### config.mk
export PLATFORM = sky130hd
export DESIGN_NAME = mrtc_top
export DESIGN_NICKNAME = d
export VERILOG_FILES = /design/src/inc/mrtc_pkg.sv /design/src/rtl/mrtc_top.sv
export VERILOG_INCLUDE_DIRS = /design/src /design/src/inc
export SDC_FILE = /design/constraint.sdc
export NUM_CORES = 1
export LEC_CHECK = 0
export ABC_AREA = 1
export BUFFER_PORTS_ARGS = -buffer_cell sky130_fd_sc_hd__buf_4
export CAP_MARGIN = 30
export CORE_MARGIN = 1
export CORE_UTILIZATION = 45
export CTS_CLUSTER_SIZE = 20
export DETAILED_ROUTE_END_ITERATION = 12
export GPL_ROUTABILITY_DRIVEN = 0
export PLACE_DENSITY = 0.68
export SLEW_MARGIN = 20
export SYNTH_ARGS = -nofsm -noshare
export SYNTH_HDL_FRONTEND = slang
export SYNTH_SLANG_ARGS = --single-unit
### constraint.sdc
create_clock -name ref_clk -period 5.4 [get_ports ref_clk]
set_clock_uncertainty 0.1 [all_clocks]
set_input_delay 1.08 -clock ref_clk [delete_from_list [all_inputs] [get_ports ref_clk]]
set_output_delay 1.08 -clock ref_clk [all_outputs]
set_load 0.005 [all_outputs]
### src/inc/mrtc_map.svh
// Constants for the MIDI real-time clock controller
`ifndef MRTC_MAP_SVH
`define MRTC_MAP_SVH
`define MRTC_CLK_MSG         8'hF8
`define MRTC_RT_LO           8'hF9
`define MRTC_RT_HI           8'hFD
`define MRTC_SENSE_MSG       8'hFE
`define MRTC_START_MSG       8'hFA
`define MRTC_CONT_MSG        8'hFB
`define MRTC_STOP_MSG        8'hFC
`define MRTC_EMPTY_DATA      8'h00
`define MRTC_QDEPTH          3'h4
`define MRTC_SYS_PERIOD_NS   20
`define MRTC_CLK_HZ          50000000
`define MRTC_MIN_GAP         5'h10
`define MRTC_LOAD_LIMIT_SYSTEM_CLOCK_PERIOD 32
`define MRTC_PRE_DIV4        4'h3
`define MRTC_PRE_DIV8        4'h7
`define MRTC_SRC_DETECT      2'h3
`define MRTC_SRC_SYNC        2'h2
`define MRTC_SRC_TIMER       2'h1
`define MRTC_TIMER_RST       14'h0000
`define MRTC_DEST_TX         0
`define MRTC_DEST_SYNC       1
`define MRTC_DEST_CLICK      2
`define MRTC_DEST_PLAY       3
`define MRTC_DEST_REC        4
`define MRTC_HOST_CODE_MAX   3'h4
`endif

### src/inc/mrtc_pkg.sv
// Types for the MIDI real-time clock controller
package mrtc_pkg;
	typedef logic [7:0] mrtc_byte_t;
	typedef struct packed {
		logic       clkOut;
		logic       startOut;
		logic       stopOut;
		logic       contOut;
		mrtc_byte_t msg;
		logic       msgValid;
	} mrtc_dist_s;
	typedef struct packed {
		mrtc_dist_s tx;
		mrtc_dist_s sync;
		mrtc_dist_s click;
		mrtc_dist_s play;
		mrtc_dist_s rec;
	} mrtc_fan_s;
	typedef struct packed {
		logic [4:0] destMask;
		logic [2:0] msgCode;
		logic       write;
	} mrtc_hostmsg_s;
	typedef struct packed {
		logic [1:0] clkSrcSel;
		logic       distHostClk;
		logic       detectEnable;
		logic       txClkEnable;
		logic       txSenseEnable;
		logic       refFreqSelect;
		logic       rxInputSelect;
	} mrtc_cfg_s;
endpackage

### src/rtl/mrtc_top.sv
// MIDI clock sources, real-time queues and distributor
`timescale 1ns/1ps
`include "mrtc_map.svh"
// What this block does
// - Sync detector uses demodulator when input select zero and pin to receiver high
// - Sync rising edge makes clock event
// - Demodulator edge means low to high tone
// - Rate error forces demodulator output high
// - Timer counts 14-bit by ref clock divide
// - Timer step at most every sixteen clocks
// - Timer reload on a step at count one (or zero) makes clock event
// - Detector sees error-free F8 and F9..FD
// - Receive queue holds four ordered entries
// - Clock byte enters from selected source
// - Enabled detector enqueues F9..FD bytes
// - Full receive queue drops new entries
// - Read peeks oldest; advance removes it
// - Oldest clock byte auto-removed, pulses distributor when host clock not selected
// - Clock and message detect interrupts on head
// - Start, stop, continue drive counter actions
// - Distributor clock from queue or host
// - Other messages only to designated blocks
// - Transmit queue four bytes, drained when enabled
// - Enables gate clock and sense into queue
// - Reload value takes effect on high write
// - Immediate load reloads within 32 clocks
// - Empty queue reads as zero
module mrtc_top (
	// Clock and reset
	input  wire logic                   ref_clk,
	input  wire logic                   rst,
	// Configuration
	input  wire mrtc_pkg::mrtc_cfg_s    cfg,
	input  wire logic                   rxPinToReceiver,
	// Timer reload halves
	input  wire logic                   reloadLowWrite,
	input  wire logic                   reloadHighWrite,
	input  wire logic [7:0]             reloadData,
	// Host message request and queue advance
	input  wire mrtc_pkg::mrtc_hostmsg_s hostMsg,
	input  wire logic                   rxQueueAdvance,
	// Pins from outside domain
	input  wire logic                   demodOut,
	input  wire logic                   rateError,
	input  wire logic                   timerRefClock,
	// Receiver bytes
	input  wire logic                   rxByteValid,
	input  wire mrtc_pkg::mrtc_byte_t   rxByte,
	input  wire logic                   rxParityErr,
	input  wire logic                   rxFrameErr,
	// Idle detector and transmitter
	input  wire logic                   idleSense,
	input  wire logic                   txEnable,
	input  wire logic                   txTake,
	// Outputs
	output logic [7:0]                  rxQueueData,
	output logic                        clkDetectIrq,
	output logic                        msgDetectIrq,
	output logic                        txValid,
	output mrtc_pkg::mrtc_byte_t        txByte,
	output mrtc_pkg::mrtc_fan_s         fan
);
	import mrtc_pkg::*;

	typedef struct packed {
		logic [1:0]  demodSync;
		logic [1:0]  refSync;
		logic        demodPrev;
		logic        refPrev;
		logic [3:0]  preCnt;
		logic        preTick;
		logic [4:0]  gapCnt;
		logic [13:0] count;
		logic [13:0] reload;
		logic [7:0]  lowHold;
		logic        loadPend;
		logic [31:0] rxMem;
		logic [2:0]  rxCnt;
		logic [31:0] txMem;
		logic [2:0]  txCnt;
		logic [7:0]  rxData;
		logic        clkIrq;
		logic        msgIrq;
		logic        txValid;
		logic [7:0]  txByte;
		mrtc_fan_s   fan;
	} mrtc_state_s;

	mrtc_state_s s_q;
	mrtc_state_s s_d;

	logic        demodIn;
	logic        syncEvt;
	logic        timerEvt;
	logic        detClk;
	logic        detMsg;
	logic        isRt;
	logic        clkEvt;
	mrtc_byte_t  head;
	logic        headClk;
	logic        rxPop;
	logic        distClk;
	logic        distMsg;
	mrtc_byte_t  distByte;
	logic        txPushA;
	logic        txPushB;
	logic [2:0]  rxN;
	logic [2:0]  txN;
	logic [31:0] rxMemN;
	logic [31:0] txMemN;
	logic        hostClk;
	logic        hostCodeOk;
	mrtc_dist_s  pickTx;
	mrtc_dist_s  pickSync;
	mrtc_dist_s  pickClick;
	mrtc_dist_s  pickPlay;
	mrtc_dist_s  pickRec;

	// Distributor taps, one per block
	// Transmit queue
	mrtc_dist_port #(
		.DEST(`MRTC_DEST_TX)
	) distTx (
		.clkPulse (distClk),
		.msgPulse (distMsg),
		.msgByte  (distByte),
		.destMask (hostMsg.destMask),
		.pick     (pickTx)
	);

	// Sync controller
	mrtc_dist_port #(
		.DEST(`MRTC_DEST_SYNC)
	) distSync (
		.clkPulse (distClk),
		.msgPulse (distMsg),
		.msgByte  (distByte),
		.destMask (hostMsg.destMask),
		.pick     (pickSync)
	);

	// Click counter
	mrtc_dist_port #(
		.DEST(`MRTC_DEST_CLICK)
	) distClick (
		.clkPulse (distClk),
		.msgPulse (distMsg),
		.msgByte  (distByte),
		.destMask (hostMsg.destMask),
		.pick     (pickClick)
	);

	// Playback counter
	mrtc_dist_port #(
		.DEST(`MRTC_DEST_PLAY)
	) distPlay (
		.clkPulse (distClk),
		.msgPulse (distMsg),
		.msgByte  (distByte),
		.destMask (hostMsg.destMask),
		.pick     (pickPlay)
	);

	// Recording counter
	mrtc_dist_port #(
		.DEST(`MRTC_DEST_REC)
	) distRec (
		.clkPulse (distClk),
		.msgPulse (distMsg),
		.msgByte  (distByte),
		.destMask (hostMsg.destMask),
		.pick     (pickRec)
	);

	always_comb begin
		s_d = s_q;
		// Synchronise pin-side inputs
		s_d.demodSync = {s_q.demodSync[0], demodOut | rateError};
		s_d.refSync   = {s_q.refSync[0], timerRefClock};
		s_d.demodPrev = s_q.demodSync[1];
		s_d.refPrev   = s_q.refSync[1];
		demodIn = s_q.demodSync[1] & ~cfg.rxInputSelect & rxPinToReceiver;
		syncEvt = demodIn & ~(s_q.demodPrev & ~cfg.rxInputSelect & rxPinToReceiver);

		// Prescaler on reference edges
		s_d.preTick = 1'b0;
		if (s_q.refSync[1] && !s_q.refPrev) begin
			if (s_q.preCnt >= (cfg.refFreqSelect ? `MRTC_PRE_DIV8 : `MRTC_PRE_DIV4)) begin
				s_d.preCnt = 4'h0;
				s_d.preTick = 1'b1;
			end else begin
				s_d.preCnt = s_q.preCnt + 4'h1;
			end
		end
		if (s_q.gapCnt != 5'h00) begin
			s_d.gapCnt = s_q.gapCnt - 5'h01;
		end

		// Reload value staged until high half
		if (reloadLowWrite) begin
			s_d.lowHold = reloadData;
		end
		if (reloadHighWrite) begin
			s_d.reload = {reloadData[5:0], s_q.lowHold};
			if (reloadData[7]) begin
				s_d.loadPend = 1'b1;
			end
		end

		timerEvt = 1'b0;
		if (s_q.loadPend) begin
			s_d.count = s_q.reload;
			s_d.loadPend = 1'b0;
			timerEvt = 1'b1;
		end else if ((s_q.preTick || s_d.preTick) && s_q.gapCnt == 5'h00) begin
			s_d.preTick = 1'b0;
			s_d.gapCnt = `MRTC_MIN_GAP - 5'h01;
			if (s_q.count <= 14'h0001) begin
				s_d.count = s_q.reload;
				timerEvt = 1'b1;
			end else begin
				s_d.count = s_q.count - 14'h0001;
			end
		end else if (s_q.preTick) begin
			s_d.preTick = 1'b1;
		end

		// Message detector
		isRt   = rxByte >= `MRTC_RT_LO && rxByte <= `MRTC_RT_HI;
		detClk = rxByteValid && !rxParityErr && !rxFrameErr && rxByte == `MRTC_CLK_MSG;
		detMsg = rxByteValid && !rxParityErr && !rxFrameErr && isRt && cfg.detectEnable;

		case (cfg.clkSrcSel)
			`MRTC_SRC_DETECT: clkEvt = detClk;
			`MRTC_SRC_SYNC:   clkEvt = syncEvt;
			`MRTC_SRC_TIMER:  clkEvt = timerEvt;
			default:          clkEvt = 1'b0;
		endcase

		// Receive queue: head at low byte
		head    = s_q.rxMem[7:0];
		headClk = s_q.rxCnt != 3'h0 && head == `MRTC_CLK_MSG;
		rxPop   = headClk | (rxQueueAdvance && s_q.rxCnt != 3'h0);
		rxMemN  = rxPop ? {8'h00, s_q.rxMem[31:8]} : s_q.rxMem;
		rxN     = rxPop ? s_q.rxCnt - 3'h1 : s_q.rxCnt;
		// Clock first, then a detected byte of the same cycle
		if (clkEvt && rxN < `MRTC_QDEPTH) begin
			rxMemN[rxN*8 +: 8] = `MRTC_CLK_MSG;
			rxN = rxN + 3'h1;
		end
		if (detMsg && rxN < `MRTC_QDEPTH) begin
			rxMemN[rxN*8 +: 8] = rxByte;
			rxN = rxN + 3'h1;
		end
		s_d.rxMem = rxMemN;
		s_d.rxCnt = rxN;
		s_d.rxData = rxN == 3'h0 ? `MRTC_EMPTY_DATA : rxMemN[7:0];
		s_d.clkIrq = rxN != 3'h0 && rxMemN[7:0] == `MRTC_CLK_MSG;
		s_d.msgIrq = rxN != 3'h0 && rxMemN[7:0] >= `MRTC_RT_LO && rxMemN[7:0] <= `MRTC_RT_HI;

		// Distributor
		hostClk    = hostMsg.write && hostMsg.msgCode == 3'h0;
		distClk    = cfg.distHostClk ? hostClk : headClk;
		// Codes above four are reserved and dropped
		hostCodeOk = hostMsg.msgCode <= `MRTC_HOST_CODE_MAX;
		distMsg    = hostMsg.write && hostMsg.msgCode != 3'h0 && hostCodeOk;
		distByte   = {5'h1F, hostMsg.msgCode};
		s_d.fan.tx    = pickTx;
		s_d.fan.sync  = pickSync;
		s_d.fan.click = pickClick;
		s_d.fan.play  = pickPlay;
		s_d.fan.rec   = pickRec;

		// Transmit queue, distributor entry then sense
		txPushA = s_q.fan.tx.msgValid || (s_q.fan.tx.clkOut && cfg.txClkEnable);
		txPushB = idleSense && cfg.txSenseEnable;
		txMemN  = s_q.txMem;
		txN     = s_q.txCnt;
		if (s_q.txValid && txTake) begin
			txMemN = {8'h00, s_q.txMem[31:8]};
			txN = txN - 3'h1;
		end
		if (txPushA && txN < `MRTC_QDEPTH) begin
			txMemN[txN*8 +: 8] = s_q.fan.tx.msgValid ? s_q.fan.tx.msg : `MRTC_CLK_MSG;
			txN = txN + 3'h1;
		end
		if (txPushB && txN < `MRTC_QDEPTH) begin
			txMemN[txN*8 +: 8] = `MRTC_SENSE_MSG;
			txN = txN + 3'h1;
		end
		s_d.txMem = txMemN;
		s_d.txCnt = txN;
		s_d.txValid = txEnable && txN != 3'h0 && !(s_q.txValid && txTake);
		s_d.txByte = txMemN[7:0];
	end

	always_ff @(posedge ref_clk or posedge rst) begin
		if (rst) begin
			s_q <= '0;
		end else begin
			s_q <= s_d;
		end
	end

	assign rxQueueData  = s_q.rxData;
	assign clkDetectIrq = s_q.clkIrq;
	assign msgDetectIrq = s_q.msgIrq;
	assign txValid      = s_q.txValid;
	assign txByte       = s_q.txByte;
	assign fan          = s_q.fan;
endmodule

// One distributor output: clock always, messages only when designated
module mrtc_dist_port #(
	parameter int unsigned DEST = 0
) (
	// Distributor request
	input  wire logic                 clkPulse,
	input  wire logic                 msgPulse,
	input  wire mrtc_pkg::mrtc_byte_t msgByte,
	input  wire logic [4:0]           destMask,
	// Pulses for this block
	output mrtc_pkg::mrtc_dist_s      pick
);
	import mrtc_pkg::*;

	logic sel;

	always_comb begin
		pick = '0;
		pick.clkOut = clkPulse;
		sel = destMask[DEST];
		if (msgPulse && sel) begin
			pick.msg      = msgByte;
			pick.msgValid = 1'b1;
			pick.startOut = (msgByte == `MRTC_START_MSG);
			pick.contOut  = (msgByte == `MRTC_CONT_MSG);
			pick.stopOut  = (msgByte == `MRTC_STOP_MSG);
		end
	end
endmodule

Word-level counts from Yosys, hierarchy flattened
Cells that the tools add are included.
{"block": "op_classes", "add_sub_neg": 13, "reduce_logical": 45, "shifts": 8, "bitwise": 9, "magnitude_cmp": 11, "n_eq_ne": 9, "n_mul": 0, "n_div": 0, "n_mux": 42}
{"cell": "$mux 32", "n": 6}
{"cell": "$neg 6->34", "n": 4}
{"cell": "$shift 8x34->32 const A", "n": 4}
{"cell": "$bwmux 32", "n": 4}
{"cell": "$shiftx 8x34->32", "n": 2}
{"cell": "$shiftx 8x34->32 const A", "n": 2}
{"cell": "$mux 12", "n": 5}
{"cell": "$logic_and 1x1->1", "n": 30}
{"cell": "$mux 14", "n": 2}
{"cell": "$eq 8x8->1 const B", "n": 3}
{"cell": "$mux 3", "n": 7}
{"cell": "$mux 19", "n": 1}
{"cell": "$ge 8x8->1 const B", "n": 2}
{"cell": "$le 8x8->1 const B", "n": 2}
{"cell": "$mux 8", "n": 2}
{"cell": "$le 14x1->1 const B", "n": 1}
{"cell": "$sub 14x1->14 const B", "n": 1}
{"cell": "$add 3x1->3 const B", "n": 4}
{"cell": "$lt 3x3->1 const B", "n": 4}
{"cell": "$reduce_bool 3->1", "n": 4}
{"cell": "$mux 1", "n": 11}
{"cell": "$eq 3x2->1 const B", "n": 2}
{"cell": "$logic_not 3->1", "n": 2}
{"cell": "$mux 6", "n": 1}
{"cell": "19 further kinds", "n": 31}
{"block": "totals", "register_bits": 203, "n_memories": 0, "wordCells": 183, "romBits": 0, "mem_bits_rw": 0, "in_bits": 48, "latchBits": 0}

Longest topological paths before layout
{"block": "logic_depth", "depth_word": 18, "depth_mapped": 26}

Modules after synthesis
From an unflattened synthesis, not the netlist that was laid out.
{"block": "unflattened", "cells_unflattened": 1202, "hier_area_um2": 10282.4}
{"module": "mrtc_top", "cells_each": 1032, "instances": 1, "area_per_inst_um2": 9487.8, "seq_area_each_um2": 4979.8}
{"module": "mrtc_dist_port", "cells_each": 34, "instances": 5, "area_per_inst_um2": 158.9, "seq_area_each_um2": 0.0}

Worst setup path before layout
Ideal clock, no wire load.
{"block": "synth_timing", "kind": "input -> register", "start": "in rxQueueAdvance", "end": "reg s_q, in the netlist msgDetectIrq", "n_path_buf": 1, "cell_stages": 19, "setup_time_ps": 117, "t_arrival_ps": 3630, "setup_slack_ps": 1553, "path_cell_list": "nand2_2 -> nand2_4 -> buf_6 -> o21ai_1 -> inv_1 -> ha_1 -> o21ai_4 -> ha_1 -> ha_1 -> inv_1 -> nand3_1 -> nor2_2 -> nand3_4 -> nand3_1 -> nand2_2 -> nor2_1 -> nand2_1 -> nand2_1 -> nor2_1"}
{"element": "start, declared", "line": "mrtc_top.sv:41", "source": "input wire logic rxQueueAdvance,"}
{"element": "end signal, assigned", "line": "mrtc_top.sv:299", "source": "s_q <= '0;"}
{"element": "end signal, assigned", "line": "mrtc_top.sv:301", "source": "s_q <= s_d;"}
{"element": "end, declared", "line": "mrtc_top.sv:89", "source": "mrtc_state_s s_q;"}

==> results.py <==
metrics = {
    "status": {
        "status": "completed",
    },
    "yosys": {
        "syn-num-nets": 1073,
        "yosysSeqAreaShare_pct": 48.6,
        "ys_ff_latch": 170,
        "syn_avg_cell_area_um2": 8.74,
        "async_flop_share_pct": 100,
        "synth_cells": 1001,
        "syn-cell-area_um2": 8750,
        "synth_cell_type_count": 52,
        "synthTopCellsByArea": "dfrtp_1 49%, nand2_1 7.9%, buf_4 7.1%",
        "synth_top_area_share_pct": 48.6,
        "synth_flop_cell": "dfrtp_1",
        "yosysTopAreaCell": "dfrtp_1",
        "synth_edf_count": 0,
        "yosysWarnings": 0,
    },
    "clock_network": {
        "root_buffer": "clkbuf_16",
        "cts_max_level": 4,
        "insertion_delay_ns": 0.43,
        "cts_sinks": 170,
        "cts_resized": 0,
        "cts_tree": "built",
        "hold_buffers": 0,
        "cts_buffers": 17,
        "post_cts_buffers": 0,
        "cts_buffer_depth": 2,
        "cts.clk_slew.worst_paths_ns": 0.07,
    },
    "finish": {
        "synthToLayoutAreaGrowth_pct": 13.9,
        "final_cells": 1324,
        "layout_commonest_cell": "nand2_1",
        "fin_area_um2": 9970,
        "drive_above_1_share_pct": 21.7,
        "n_antenna_cell": 0,
        "nets": 1123,
        "final_cell_mix": "183 x nand2_1, 170 x dfrtp_1, 141 x inv_1",
    },
    "global_route": {
        "antenna_found_initial": 0,
        "grt_pass1_wl_um": 28900,
        "gr-total-overflow": 0,
        "grt_max_degree": 171,
        "grt_usage_pct": 18.3,
        "grt_pass1_vias": 6055,
    },
    "floorplan": {
        "start_util_pct": 46.3,
        "ios": 132,
        "rows": 50,
        "fp.dieArea_um2": 20000,
        "die_w_um": 141,
        "die_y_um": 141,
        "coreArea_um2": 18900,
    },
    "routing": {
        "via_per_inst": 4.87,
        "wl_um": 17200,
        "drtPass1Iterations": 6,
        "routedWlPerCell_um": 13.0,
        "num_vias": 6449,
        "final_antenna_net_count": 0,
        "drt-initial-drc-count": 385,
        "drc": 0,
    },
    "worst_setup_path": {
        "crit_family": "simple AND/OR/NAND/NOR gates",
        "crit_buf_inv": 3,
        "rr_startpoint": "s_q[119]$_DFF_PP0_",
        "endpoint": "msgDetectIrq$_DFF_PP0_",
        "timing.rr.end": "msgDetectIrq$_DFF_PP0_",
        "worst-path-max-fanout": 39,
        "required_ns": 5.62,
        "cp-start-kind": "flip-flop",
        "critPathKind": "flip-flop to flip-flop",
        "crit_chain": "inv_1, ha_1, nand2_2, nand3b_4, nand2_4, nand2_1, o21ai_1, inv_1, ha_1, o21ai_4, ha_1, ha_1, inv_1, nand3_1, nor2_2, nand3_4, nand3_1, nand2_1, nor2_1, nand2_1, nand2_1, nor2_1",
        "crit_path_end_kind": "flip-flop",
        "worst_path_largest_cell_delay_ns": 0.47,
        "cp.arrival_ns": 4.45,
        "critPathSlowestCell": "dfrtp_1",
        "reg2reg_slack_ns": 1.18,
        "rr_worst_depth": 22,
        "path_depth": 22,
        "critPathLaunch": "s_q[119]$_DFF_PP0_",
    },
    "sta": {
        "tightest_slew_ns": 0.915,
        "slew_viol_final": 0,
        "relSlewSlack_pct": 39.0,
        "timing.final.crit_share_pct": 78.2,
        "rsz0062_at_grt": "false",
        "fin_crit_ns": 4.22,
        "finalSetupViolations": 0,
        "hold_violations": 0,
        "setup_tns_ns": 0,
        "fmax_mhz": 237,
    },
    "pwr": {
        "p_leak_nw": 5.26,
        "pwr_density_cell_nw_per_um2": 424,
        "vdd_drop_max_v": 0.000250,
    },
    "placement": {
        "port_buffers": 131,
        "dp_hpwl_um": 11900,
        "dp.cells": 1291,
        "dpl_cell_area_um2": 9380,
    },
    "run": {
        "max-cap-violations": 0,
    },
    "hold_path": {
        "hold_class": "flip-flop to flip-flop",
    },
}
==> metal layers <==
layer | GRT usage, % | wire, um | vias to the layer above
met3 | 4.25 | 739 | 20
met1 | 24.6 | 8080 | 3010
met2 | 29.4 | 8120 | 164
met4 | 5.49 | 248 | 0
li1 | - | - | 3255
met5 | 0 | 0 | -
==> how the worst min path moves through the flow <==
stage / slack (ns) / start / depth (start not counted) / to
4_1_cts: 0.25 / s_d[204]$_DFF_PP0_ / 0 / s_d[201]$_DFF_PP0_
5_1_grt: 0.26 / s_d[204]$_DFF_PP0_ / 0 / s_d[201]$_DFF_PP0_
2_1_floorplan: 0.23 / s_d[204]$_DFF_PP0_ / 0 / s_d[201]$_DFF_PP0_
6_report: 0.25 / s_d[204]$_DFF_PP0_ / 0 / s_d[201]$_DFF_PP0_
3_3_place_gp: 0.23 / s_d[206]$_DFF_PP0_ / 0 / s_d[202]$_DFF_PP0_
3_5_place_dp: 0.24 / s_d[204]$_DFF_PP0_ / 0 / s_d[201]$_DFF_PP0_
==> area by class of cell <==
| cell class | instances | area [um2] |
|---|---|---|
| Timing Repair Buffer | 134 | 1020 |
| Tap cell | 260 | 325 |
| Multi-Input combinational cell | 577 | 3220 |
| Inverter | 151 | 571 |
| Fill cell | 1760 | 8930 |
| Clock inverter | 15 | 153 |
| Clock buffer | 17 | 425 |
| Sequential cell | 170 | 4250 |
==> sequential cells by signal (all words and copies together), names as in the netlist <==
| name | flops |
|---|---|
| s_d | 4 |
| s_q | 104 |
| fan | 36 |
| msgDetectIrq | 1 |
| clkDetectIrq | 1 |
| head | 8 |
| rxQueueData | 8 |
| txValid | 1 |
| txByte | 7 |
==> cell usage after synthesis (all sizes together), types with 2 or more instances <==
library cell,n
nand2,196
dfrtp,170
inv,150
o21ai,91
buf,85
nor2,85
nand3,47
a21oi,31
ha,24
o211ai,22
clkbuf,18
nand4,16
mux2,7
nor3,7
o221ai,7
xor2,7
a211oi,4
nand3b,4
o2111ai,4
or2,4
a31oi,3
nor4,3
a311oi,2
o31ai,2
xnor2,2
==> per-stage QoR <==
stage	total power (W)	worst slack [ns]	utilization (%)	hold WS (ns)
after floorplan	0.00278	1.55	-	0.231
after global placement	0.00302	1.15	49.7	0.233
after detailed placement	0.00306	1.02	49.7	0.237
after CTS	0.00426	1.19	52.7	0.254
after global routing	0.00455	0.792	52.7	0.256
final	0.00423	1.18	52.7	0.251
==> kinds of logic after synthesis <==
logic type | count (synthesis) | share of synthesized area, %
AOI/OAI and AO/OA | 174 | 12.2
xor gates and xnor gates | 9 | 1.12
adders and majority gates | 24 | 3.43
buffers and inverters | 254 | 14.5
DFF | 170 | 48.6
muxes | 7 | 0.901
and+or+nand+nor | 363 | 19.2
==> power by group <==
part / switching, W / internal [W]
Clock: 0.000567 / 0.000615
Combinational: 0.000827 / 0.000529
Sequential: 0.000156 / 0.00154
Total: 0.00155 / 0.00268
No activity file was read; power rests on OpenSTA's default activity.
